$ cat src/sector_cmd_pkg.sv
// Purpose: Shared constants and types for the sector verify/write block.
// Assumes: Task-file registers sit at their printed I/O offsets.
// Notes: Geometry values are plain defaults, not taken from any drive.
// Contract
// - Opcodes 40h and 41h run sector verify, no sector data to host.
// - Verify done: busy flag clears and host interrupt rises.
// - Verify success leaves last verified sector address in task file.
// - Verify error stops at failing sector, its address in task file.
// - Verify error sets sector count to sectors left unverified.
// - Opcodes 30h and 31h write count sectors from task-file address.
// - One write covers up to 256 sectors; count zero means 256.
// - Write starts at the sector number register, then following sectors.
// - Head off target track: implied seek, write only after arrival.
// - Each sector is written with buffered data plus CRC and ECC.
// - Write success leaves last written sector address in task file.
// - Write error stops at failing sector, its address in task file.
package sector_cmd_pkg;

	// Task-file offsets on the register port
	localparam logic [9:0] OFS_ERR_FEAT = 10'h1f1;
	localparam logic [9:0] OFS_COUNT    = 10'h1f2;
	localparam logic [9:0] OFS_SECTOR   = 10'h1f3;
	localparam logic [9:0] OFS_CYL_LO   = 10'h1f4;
	localparam logic [9:0] OFS_CYL_HI   = 10'h1f5;
	localparam logic [9:0] OFS_DRV_HEAD = 10'h1f6;
	localparam logic [9:0] OFS_CMD_STAT = 10'h1f7;

	// Opcodes with the variant bit cleared
	localparam logic [7:0] OP_VERIFY = 8'h40;
	localparam logic [7:0] OP_WRITE  = 8'h30;
	localparam logic [7:0] OP_MASK   = 8'hfe;

	// Status byte bit positions
	localparam int ST_BUSY  = 7;
	localparam int ST_READY = 6;
	localparam int ST_SEEKD = 4;
	localparam int ST_DRQ   = 3;
	localparam int ST_ERR   = 0;

	// Drive/head register fields
	localparam int DH_LBA = 6;
	localparam int DH_DEV = 4;

	// Error code for a refused command
	localparam logic [7:0] ERR_ABORT = 8'h04;

	// Values after reset
	localparam logic [7:0] RST_COUNT  = 8'h01;
	localparam logic [7:0] RST_SECTOR = 8'h01;
	localparam logic [7:0] RST_ZERO   = 8'h00;

	// Geometry used for the CHS address step, plus the drive select value
	localparam logic [7:0] SECT_PER_TRACK = 8'h3f;
	localparam logic [3:0] LAST_HEAD      = 4'hf;
	localparam logic [0:0] DRIVE_SEL      = 1'h0;

	// Count zero asks for the largest transfer
	localparam logic [8:0] MAX_SECTORS = 9'h100;

	typedef enum logic [2:0]
	{
		ST_IDLE = 3'h0,
		ST_WBUF = 3'h1,
		ST_CHK  = 3'h3,
		ST_MED  = 3'h2,
		ST_SEEK = 3'h7
	} state_e;

	typedef struct packed
	{
		logic [15:0] cyl;
		logic [3:0]  head;
		logic [7:0]  sector;
	} addr_s;

	typedef struct packed
	{
		logic  valid;
		logic  write;
		logic  genEcc;
		logic  lbaMode;
		addr_s addr;
	} media_req_s;

endpackage : sector_cmd_pkg

$ cat src/sector_addr_step.sv
// Purpose: Next sector address after the current one.
// Assumes: CHS sectors run 1 to the sectors-per-track value.
// Notes: LBA mode counts the 28-bit address straight up.
module sector_addr_step
(
	input  wire logic                   lbaMode,
	input  wire sector_cmd_pkg::addr_s  cur,
	output      sector_cmd_pkg::addr_s  nxt
);

	logic [27:0] lbaNext;

	// LBA is head, cylinder and sector taken as one number
	assign lbaNext = {cur.head, cur.cyl, cur.sector} + 28'h0000001;

	// Step sector, wrap into head, then cylinder
	always_comb
	begin
		nxt = cur;
		if (lbaMode)
		begin
			// Carry runs sector, cylinder low, cylinder high, then head
			nxt.sector = lbaNext[7:0];
			nxt.cyl    = lbaNext[23:8];
			nxt.head   = lbaNext[27:24];
		end
		else if (cur.sector != sector_cmd_pkg::SECT_PER_TRACK)
		begin
			nxt.sector = cur.sector + 8'h01;
		end
		else
		begin
			nxt.sector = 8'h01;
			if (cur.head != sector_cmd_pkg::LAST_HEAD)
			begin
				nxt.head = cur.head + 4'h1;
			end
			else
			begin
				nxt.head = 4'h0;
				nxt.cyl  = cur.cyl + 16'h0001;
			end
		end
	end

endmodule : sector_addr_step

$ cat src/sector_verify_write_cmd.sv
// Purpose: Task-file registers and sequencer for verify and write commands.
// Assumes: Media, servo and sector buffer handshakes are synchronous.
// Notes: Register writes are ignored while the busy flag is set.
//        An interrupt raised as a status read lands stays set.
module sector_verify_write_cmd
(
	input  wire logic                        clk,
	input  wire logic                        rstn,
	input  wire logic [9:0]                  addr,
	input  wire logic [7:0]                  wrData,
	input  wire logic                        wrStb,
	input  wire logic                        rdStb,
	output      logic [7:0]                  rdData,
	output      logic                        intrq,
	output      logic                        drq,
	input  wire logic                        bufReady,
	input  wire logic                        onTrack,
	output      logic                        seekReq,
	input  wire logic                        seekDone,
	output      sector_cmd_pkg::media_req_s  mediaReq,
	input  wire logic                        mediaDone,
	input  wire logic                        mediaErr,
	input  wire logic [7:0]                  mediaErrCode
);

	typedef struct packed
	{
		sector_cmd_pkg::state_e     st;
		logic [7:0]                 errInfo;
		logic [7:0]                 features;
		logic [7:0]                 count;
		logic [7:0]                 sector;
		logic [7:0]                 cylLo;
		logic [7:0]                 cylHi;
		logic [7:0]                 drvHead;
		logic                       busy;
		logic                       drqF;
		logic                       errF;
		logic                       irq;
		logic                       isWrite;
		logic [8:0]                 left;
		logic                       seek;
		sector_cmd_pkg::media_req_s med;
		logic [7:0]                 rd;
	} core_s;

	core_s                 q_r;
	core_s                 q_nxt;
	logic                  rstSync1_r;
	logic                  rstSync2_r;
	sector_cmd_pkg::addr_s curAddr;
	sector_cmd_pkg::addr_s stepAddr;
	logic [7:0]            statusByte;
	logic [7:0]            opBase;
	logic                  devMatch;
	logic                  isVerifyCmd;
	logic                  isWriteCmd;
	logic                  lastSector;
	logic [7:0]            readMux;

	// Opcode with variant bit dropped
	function automatic logic [7:0] op_base(input logic [7:0] code);
		op_base = code & sector_cmd_pkg::OP_MASK;
	endfunction : op_base

	// Sectors asked for; a count of zero asks for the largest transfer
	function automatic logic [8:0] sectors_asked(input logic [7:0] cnt);
		if (cnt == 8'h00)
		begin
			sectors_asked = sector_cmd_pkg::MAX_SECTORS;
		end
		else
		begin
			sectors_asked = {1'b0, cnt};
		end
	endfunction : sectors_asked

	// Reset release through two flops
	always_ff @(posedge clk or negedge rstn)
	begin
		if (!rstn)
		begin
			rstSync1_r <= 1'b0;
			rstSync2_r <= 1'b0;
		end
		else
		begin
			rstSync1_r <= 1'b1;
			rstSync2_r <= rstSync1_r;
		end
	end

	// Current task-file address
	assign curAddr.cyl    = {q_r.cylHi, q_r.cylLo};
	assign curAddr.head   = q_r.drvHead[3:0];
	assign curAddr.sector = q_r.sector;

	sector_addr_step u_step
	(
		.lbaMode (q_r.drvHead[sector_cmd_pkg::DH_LBA]),
		.cur     (curAddr),
		.nxt     (stepAddr)
	);

	// Status byte as seen on a status read
	always_comb
	begin
		statusByte = 8'h00;
		statusByte[sector_cmd_pkg::ST_BUSY]  = q_r.busy;
		statusByte[sector_cmd_pkg::ST_READY] = 1'b1;
		statusByte[sector_cmd_pkg::ST_SEEKD] = 1'b1;
		statusByte[sector_cmd_pkg::ST_DRQ]   = q_r.drqF;
		statusByte[sector_cmd_pkg::ST_ERR]   = q_r.errF;
	end

	assign opBase   = op_base(wrData);
	assign devMatch = (q_r.drvHead[sector_cmd_pkg::DH_DEV]
		== sector_cmd_pkg::DRIVE_SEL);

	// Opcode decode; the variant bit does not change the command
	assign isVerifyCmd = (opBase == sector_cmd_pkg::OP_VERIFY);
	assign isWriteCmd  = (opBase == sector_cmd_pkg::OP_WRITE);

	// The sector in flight is the last one asked for
	assign lastSector  = (q_r.left == 9'h001);

	// Register read mux; offsets outside the task file read as zero
	always_comb
	begin
		readMux = 8'h00;
		case (addr)
			sector_cmd_pkg::OFS_ERR_FEAT: readMux = q_r.errInfo;
			sector_cmd_pkg::OFS_COUNT:    readMux = q_r.count;
			sector_cmd_pkg::OFS_SECTOR:   readMux = q_r.sector;
			sector_cmd_pkg::OFS_CYL_LO:   readMux = q_r.cylLo;
			sector_cmd_pkg::OFS_CYL_HI:   readMux = q_r.cylHi;
			sector_cmd_pkg::OFS_DRV_HEAD: readMux = q_r.drvHead;
			sector_cmd_pkg::OFS_CMD_STAT: readMux = statusByte;
			default:                      readMux = 8'h00;
		endcase
	end

	// Next state of registers and sequencer
	always_comb
	begin
		q_nxt           = q_r;
		q_nxt.med.valid = 1'b0;
		q_nxt.seek      = 1'b0;
		q_nxt.rd        = 8'h00;

		// Register reads; status read drops the interrupt
		if (rdStb)
		begin
			q_nxt.rd = readMux;
			if (addr == sector_cmd_pkg::OFS_CMD_STAT)
			begin
				q_nxt.irq = 1'b0;
			end
		end

		// Register writes, only while idle
		if (wrStb && !q_r.busy)
		begin
			case (addr)
				sector_cmd_pkg::OFS_ERR_FEAT: q_nxt.features = wrData;
				sector_cmd_pkg::OFS_COUNT:    q_nxt.count    = wrData;
				sector_cmd_pkg::OFS_SECTOR:   q_nxt.sector   = wrData;
				sector_cmd_pkg::OFS_CYL_LO:   q_nxt.cylLo    = wrData;
				sector_cmd_pkg::OFS_CYL_HI:   q_nxt.cylHi    = wrData;
				sector_cmd_pkg::OFS_DRV_HEAD: q_nxt.drvHead  = wrData;
				sector_cmd_pkg::OFS_CMD_STAT:
				begin
					if (devMatch)
					begin
						q_nxt.irq     = 1'b0;
						q_nxt.errF    = 1'b0;
						q_nxt.errInfo = 8'h00;
						q_nxt.left    = sectors_asked(q_r.count);
						if (isVerifyCmd)
						begin
							// Either variant, no data phase
							q_nxt.busy    = 1'b1;
							q_nxt.isWrite = 1'b0;
							q_nxt.st      = sector_cmd_pkg::ST_CHK;
						end
						else if (isWriteCmd)
						begin
							// First sector is the task-file address
							q_nxt.busy    = 1'b1;
							q_nxt.isWrite = 1'b1;
							q_nxt.drqF    = 1'b1;
							q_nxt.st      = sector_cmd_pkg::ST_WBUF;
						end
						else
						begin
							// Unknown opcode is aborted at once
							q_nxt.errF    = 1'b1;
							q_nxt.errInfo = sector_cmd_pkg::ERR_ABORT;
							q_nxt.irq     = 1'b1;
						end
					end
				end
				default: q_nxt.count = q_r.count;
			endcase
		end

		// Sector sequencer
		case (q_r.st)
			sector_cmd_pkg::ST_IDLE:
			begin
				// No data request unless a write starts this cycle
				q_nxt.drqF = q_nxt.drqF
					&& (q_nxt.st == sector_cmd_pkg::ST_WBUF);
			end

			sector_cmd_pkg::ST_WBUF:
			begin
				// Wait until the host has filled the buffer
				if (bufReady)
				begin
					q_nxt.drqF = 1'b0;
					q_nxt.st   = sector_cmd_pkg::ST_CHK;
				end
			end

			sector_cmd_pkg::ST_CHK:
			begin
				if (onTrack)
				begin
					// Start the sector; writes carry CRC and ECC
					q_nxt.med.valid   = 1'b1;
					q_nxt.med.write   = q_r.isWrite;
					q_nxt.med.genEcc  = q_r.isWrite;
					q_nxt.med.lbaMode =
						q_r.drvHead[sector_cmd_pkg::DH_LBA];
					q_nxt.med.addr    = curAddr;
					q_nxt.st          = sector_cmd_pkg::ST_MED;
				end
				else
				begin
					// Implied seek before touching the sector
					q_nxt.seek = 1'b1;
					q_nxt.st   = sector_cmd_pkg::ST_SEEK;
				end
			end

			sector_cmd_pkg::ST_SEEK:
			begin
				// Recheck the track only after arrival
				if (seekDone)
				begin
					q_nxt.st = sector_cmd_pkg::ST_CHK;
				end
			end

			sector_cmd_pkg::ST_MED:
			begin
				if (mediaDone)
				begin
					if (mediaErr)
					begin
						// Stop here; address stays on the failing sector
						q_nxt.errF    = 1'b1;
						q_nxt.errInfo = mediaErrCode;
						q_nxt.count   = q_r.left[7:0];
						q_nxt.busy    = 1'b0;
						q_nxt.irq     = 1'b1;
						q_nxt.st      = sector_cmd_pkg::ST_IDLE;
					end
					else if (lastSector)
					begin
						// Last sector done; address left on it
						q_nxt.count = 8'h00;
						q_nxt.left  = 9'h000;
						q_nxt.busy  = 1'b0;
						q_nxt.irq   = 1'b1;
						q_nxt.st    = sector_cmd_pkg::ST_IDLE;
					end
					else
					begin
						// Advance to the following sector
						q_nxt.left    = q_r.left - 9'h001;
						q_nxt.sector  = stepAddr.sector;
						q_nxt.cylLo   = stepAddr.cyl[7:0];
						q_nxt.cylHi   = stepAddr.cyl[15:8];
						q_nxt.drvHead = {q_r.drvHead[7:4],
							stepAddr.head};
						if (q_r.isWrite)
						begin
							q_nxt.drqF = 1'b1;
							q_nxt.st   = sector_cmd_pkg::ST_WBUF;
						end
						else
						begin
							q_nxt.st = sector_cmd_pkg::ST_CHK;
						end
					end
				end
			end

			default:
			begin
				q_nxt.st = sector_cmd_pkg::ST_IDLE;
			end
		endcase
	end

	// All state but the reset synchroniser flops, cleared under the synchronised reset
	always_ff @(posedge clk or negedge rstSync2_r)
	begin
		if (!rstSync2_r)
		begin
			// Task-file registers
			q_r.errInfo  <= sector_cmd_pkg::RST_ZERO;
			q_r.features <= sector_cmd_pkg::RST_ZERO;
			q_r.count    <= sector_cmd_pkg::RST_COUNT;
			q_r.sector   <= sector_cmd_pkg::RST_SECTOR;
			q_r.cylLo    <= sector_cmd_pkg::RST_ZERO;
			q_r.cylHi    <= sector_cmd_pkg::RST_ZERO;
			q_r.drvHead  <= sector_cmd_pkg::RST_ZERO;
			// Sequencer, flags and handshake outputs
			q_r.st       <= sector_cmd_pkg::ST_IDLE;
			q_r.busy     <= 1'b0;
			q_r.drqF     <= 1'b0;
			q_r.errF     <= 1'b0;
			q_r.irq      <= 1'b0;
			q_r.isWrite  <= 1'b0;
			q_r.left     <= 9'h000;
			q_r.seek     <= 1'b0;
			q_r.med      <= '0;
			q_r.rd       <= sector_cmd_pkg::RST_ZERO;
		end
		else
		begin
			q_r <= q_nxt;
		end
	end

	// Outputs straight from the state flops
	assign rdData   = q_r.rd;
	assign intrq    = q_r.irq;
	assign drq      = q_r.drqF;
	assign seekReq  = q_r.seek;
	assign mediaReq = q_r.med;

endmodule : sector_verify_write_cmd

$ cat config.mk
export PLATFORM = sky130hd
export DESIGN_NAME = sector_verify_write_cmd
export DESIGN_NICKNAME = d
export VERILOG_FILES = /design/src/sector_cmd_pkg.sv /design/src/sector_addr_step.sv /design/src/sector_verify_write_cmd.sv
export SDC_FILE = /design/constraint.sdc
export NUM_CORES = 1
export LEC_CHECK = 0
export BUFFER_PORTS_ARGS = -buffer_cell sky130_fd_sc_hd__buf_2
export CAP_MARGIN = 25
export CELL_PAD_IN_SITES_DETAIL_PLACEMENT = 0
export CELL_PAD_IN_SITES_GLOBAL_PLACEMENT = 1
export CORE_ASPECT_RATIO = 1.75
export CORE_UTILIZATION = 32
export DETAILED_ROUTE_END_ITERATION = 10
export PLACE_DENSITY_LB_ADDON = 0.2
export SLEW_MARGIN = 5
export SYNTH_ARGS = -nofsm -noshare
export SYNTH_HDL_FRONTEND = slang
export SYNTH_SLANG_ARGS = --single-unit
$ cat constraint.sdc
create_clock -name clk -period 3.45 [get_ports clk]
set_input_delay 0.69 -clock clk [delete_from_list [all_inputs] [get_ports clk]]
set_output_delay 0.69 -clock clk [all_outputs]
set_load 0.02 [all_outputs]
==> summary.md <==
| Metric | Value |
|---|---|
| Max Fanout on Critical Path | 21 |
| N_diodes | 0 |
| Post-synthesis cell area | 6180 sq um |
| Worst Tran Pin Value | 0.824 ns |
| Post-synth net total | 732 |
| Critical Path Sink Type | flop |
| CTS H-tree depth | 3 |
| Reg-to-reg critical path endpoint | curAddr[9] |
| Sequential share of power | 0.470 |
| Internal Dissipation | about 0.0026 W |
| Routability Congestion | approximately 0.92 |
| Clock power share | 0.246 |
| Max-cap violations | 0 |
| TritonRoute pass-1 iters | 6 |
| Final hold slack | 0.101 ns |
| Final nets | between 700 and 800 |
| Ys async rst share | 1.00 |
| Starting Density | 0.330 |
| Max Freq | 369 MHz |
| DR vias | between 5,000 and 6,000 |
| Die Y | between 150 and 200 um |
| Rows | 66 |
| Clk buf depth | 2 |
| Max-slew violations | 0 |
| Final WL | 21,000 um |
| WP data arrival | 2.94 ns |
| Cts repair resizes | 0 |
| Vias in the first global route | ~5,500 |
| Clock Skew | 0.0167 ns |
| Net switching power | 0.00173 W |
| CTS tree | done |
| Die Span X | about 110 um |
| RSZ-0062 raised after global routing | no |
| Clock root buffer | clkbuf_16 |
| PD cells | 633 nW/um^2 |
| Critical path type | flop to flop |
| DR DRC count | 0 |
| Flops & latches, synth | 107 |
| Ys flop type | dfrtp_1 |
| Crit start category | flop |
| Syn avg cell area | 8.93 sq um |
| Worst hold path class | primary input to asynchronous set/reset pin |
| Cells after Synth | 692 |
| Post-CTS setup buffer count | 0 |
| IO Port Bufs | 77 |
| Yosys warnings | 0 |
| Floorplan core area | 18,700 sq um |
| Post-DP HPWL | roughly 16,000 um |
| EDFF count, synth | 0 |
| Fin Setup TNS | 0 ns |
| Setup-failing EPs final | 0 |
| Hold buffers post-CTS | 0 |
| Synth unique cells | 76 |
| Antenna violations before repair | 0 |
| Crit-path slowest cell | a211o_1 |
| CTS buffer count | 9 |
| Cell leakage power | 3.00 nW |
| Status | finished clean |
| TritonCTS sink count | between 100 and 150 |
| DR iter-0 viols | slightly above 400 |
| I/O pins | 78 |
| R2R depth | 8 |
| Fin crit share | 0.785 |
| WL per Instance | 21.9 um |
| Crit-path cells | inv_1 -> ha_1 -> nor4b_2 -> a211o_1 -> buf_12 -> a2bb2oi_1 -> o21ai_1 -> a211o_1 |
| Vias per std cell | between 5 and 6 |
| Clock period minus worst slack | between 2 and 3 ns |
| Global-route wire length before repair | 32,000 um |
| Combinational share of power | 0.285 |
| Slowest cell delay on critical path | ~0.65 ns |
| Switching Fraction | 0.401 |
| RR Startpoint | q_r[42] |
| Worst endpoint required time | 3.68 ns |
| Detail Route Antenna Nets | 0 |
| Total GRT Usage | 0.219 |
| Share of layout cells above drive strength 1 | 0.191 |
| Relative slew slack | 0.451 |
| Largest net degree at the start of global routing | 60 |
| Grt total ovfl | 0 |
| Clock Latency Late Sink | 0.36 ns |
| Most used cell, CP | a211o_1 |
| Fill count | 1,940 |
| Fin. Hold Viols | 0 |
| Worst-path clk slew | 0.07 ns |
| Seq/Total Area, Yosys | 0.434 |
| Worst R2R Setup Slack | 0.74 ns |
| Die Area | around 20,000 sq um |
| Area Overhead vs Synth | 10.1% |
| Worst vdd ir | 0.286 mV |
critical path, delay by kind of cell (launching register included):
family	cells	cell delay [ns]
AOI/OAI and AO/OA	4	1.21
and+or+nand+nor	1	0.41
buffers and inverters	2	0.39
DFF	1	0.38
adders and majority gates	1	0.19
kinds of logic after synthesis:
group | Yosys count | synth area share
other cells | 1 | 0.000607
simple gates | 292 | 0.244
fa+ha+maj | 5 | 0.0101
flops | 107 | 0.434
compound gates | 172 | 0.189
buf+inv | 94 | 0.0879
mux | 18 | 0.0306
xor+xnor | 3 | 0.00425
metal layers:
metal | vias up | wire (um) | part of all wire | track usage
met2 | 213 | 11000 | 0.53 | 0.387
met1 | 2745 | 7720 | 0.37 | 0.246
met5 | - | 0 | 0 | 0
met4 | 0 | 1210 | 0.058 | 0.143
met3 | 58 | 999 | 0.048 | 0.0266
li1 | 2524 | - | - | -
cells in the final DEF (no fill, tap or decap), drive strengths merged, types with 3 or more instances in the layout:
| master | n |
|---|---|
| a22oi | 13 |
| nand2b | 5 |
| clkbuf | 12 |
| nand3 | 18 |
| o211ai | 5 |
| buf | 92 |
| nand4bb | 3 |
| dfrtp | 105 |
| nor4 | 19 |
| a21oi | 24 |
| a221o | 6 |
| o22ai | 7 |
| or3 | 3 |
| nor2b | 3 |
| nand4 | 10 |
| a222oi | 8 |
| nand2 | 143 |
| nor2 | 44 |
| mux2i | 11 |
| a31oi | 9 |
| o21ai | 48 |
| a211oi | 19 |
| or4 | 7 |
| nor3 | 13 |
| mux2 | 7 |
| o31ai | 3 |
| and2 | 6 |
| o311ai | 3 |
| a311oi | 7 |
| and3 | 9 |
| ha | 5 |
| inv | 13 |
state kept, by name, indices dropped and copies added (netlist names):
register / flops
curAddr: 28
rstSync1_r: 1
drq: 1
seekReq: 1
q_r: 35
intrq: 1
rstSync2_r: 1
rdData: 8
mediaReq: 31
power by group through the flow:
stage,clock [W],combinational [W],sequential [W]
2_1_floorplan,0,0.00111,0.00178
6_report,0.00106,0.00123,0.00202
4_1_cts,0.00108,0.00123,0.00202
3_5_place_dp,0,0.00123,0.00204
5_1_grt,0.00113,0.00136,0.00206
3_3_place_gp,0,0.00121,0.00203
worst max-delay path by stage:
stage | from | to | cells after the start
2_1_floorplan | rstSync2_r | curAddr[10] | 0
3_3_place_gp | addr[7] | q_r[52] | 5
3_5_place_dp | addr[7] | q_r[105] | 5
4_1_cts | q_r[42] | curAddr[9] | 8
5_1_grt | q_r[42] | curAddr[9] | 8
6_report | q_r[42] | curAddr[9] | 8
metrics by stage:
stage           util  instance area (sq um)  setup WS [ns]  total power, W  cells
2_1_floorplan      -                   6180          0.252         0.00289    692
3_3_place_gp   0.347                   6510          0.456         0.00324    940
3_5_place_dp   0.347                   6510          0.390         0.00327    940
4_1_cts        0.363                   6800          0.745         0.00433    956
5_1_grt        0.363                   6800          0.565         0.00455    957
6_report       0.363                   6800          0.741         0.00430    957
area by class of cell:
type | count | area, sq um | share of cell area
inverters | 13 | 48.8 | 0.00717
well taps | 238 | 298 | 0.0438
flip-flops and latches | 107 | 2680 | 0.394
clock inverters | 4 | 51.3 | 0.00754
multi-input cells | 491 | 2970 | 0.436
repair buffers | 92 | 520 | 0.0765
clock buffers | 12 | 236 | 0.0348
Yosys cell counts (all sizes together), types with 3 or more instances:
| master | instances | area (sq um) |
|---|---|---|
| and3 | 9 | 56.3 |
| inv | 12 | 45.0 |
| mux2 | 7 | 78.8 |
| nor4 | 19 | 189 |
| nor3 | 13 | 81.3 |
| nand4 | 10 | 62.6 |
| clkbuf | 18 | 67.6 |
| a31oi | 9 | 56.3 |
| nand2 | 143 | 539 |
| ha | 5 | 62.6 |
| mux2i | 11 | 110 |
| o21ai | 48 | 240 |
| a221o | 6 | 60.1 |
| a22oi | 13 | 97.6 |
| and2 | 6 | 37.5 |
| dfrtp | 105 | 2630 |
| nand3 | 18 | 100 |
| o31ai | 3 | 22.5 |
| a211oi | 19 | 148 |
| a311oi | 7 | 61.3 |
| nor2 | 44 | 170 |
| o311ai | 3 | 26.3 |
| nor2b | 3 | 18.8 |
| o22ai | 7 | 43.8 |
| or3 | 3 | 18.8 |
| o211ai | 5 | 37.5 |
| nand4bb | 3 | 50.1 |
| buf | 63 | 427 |
| a222oi | 8 | 80.1 |
| or4 | 7 | 60.1 |
| nand2b | 5 | 31.3 |
| a21oi | 24 | 120 |
(Power assumes the default switching activity.)
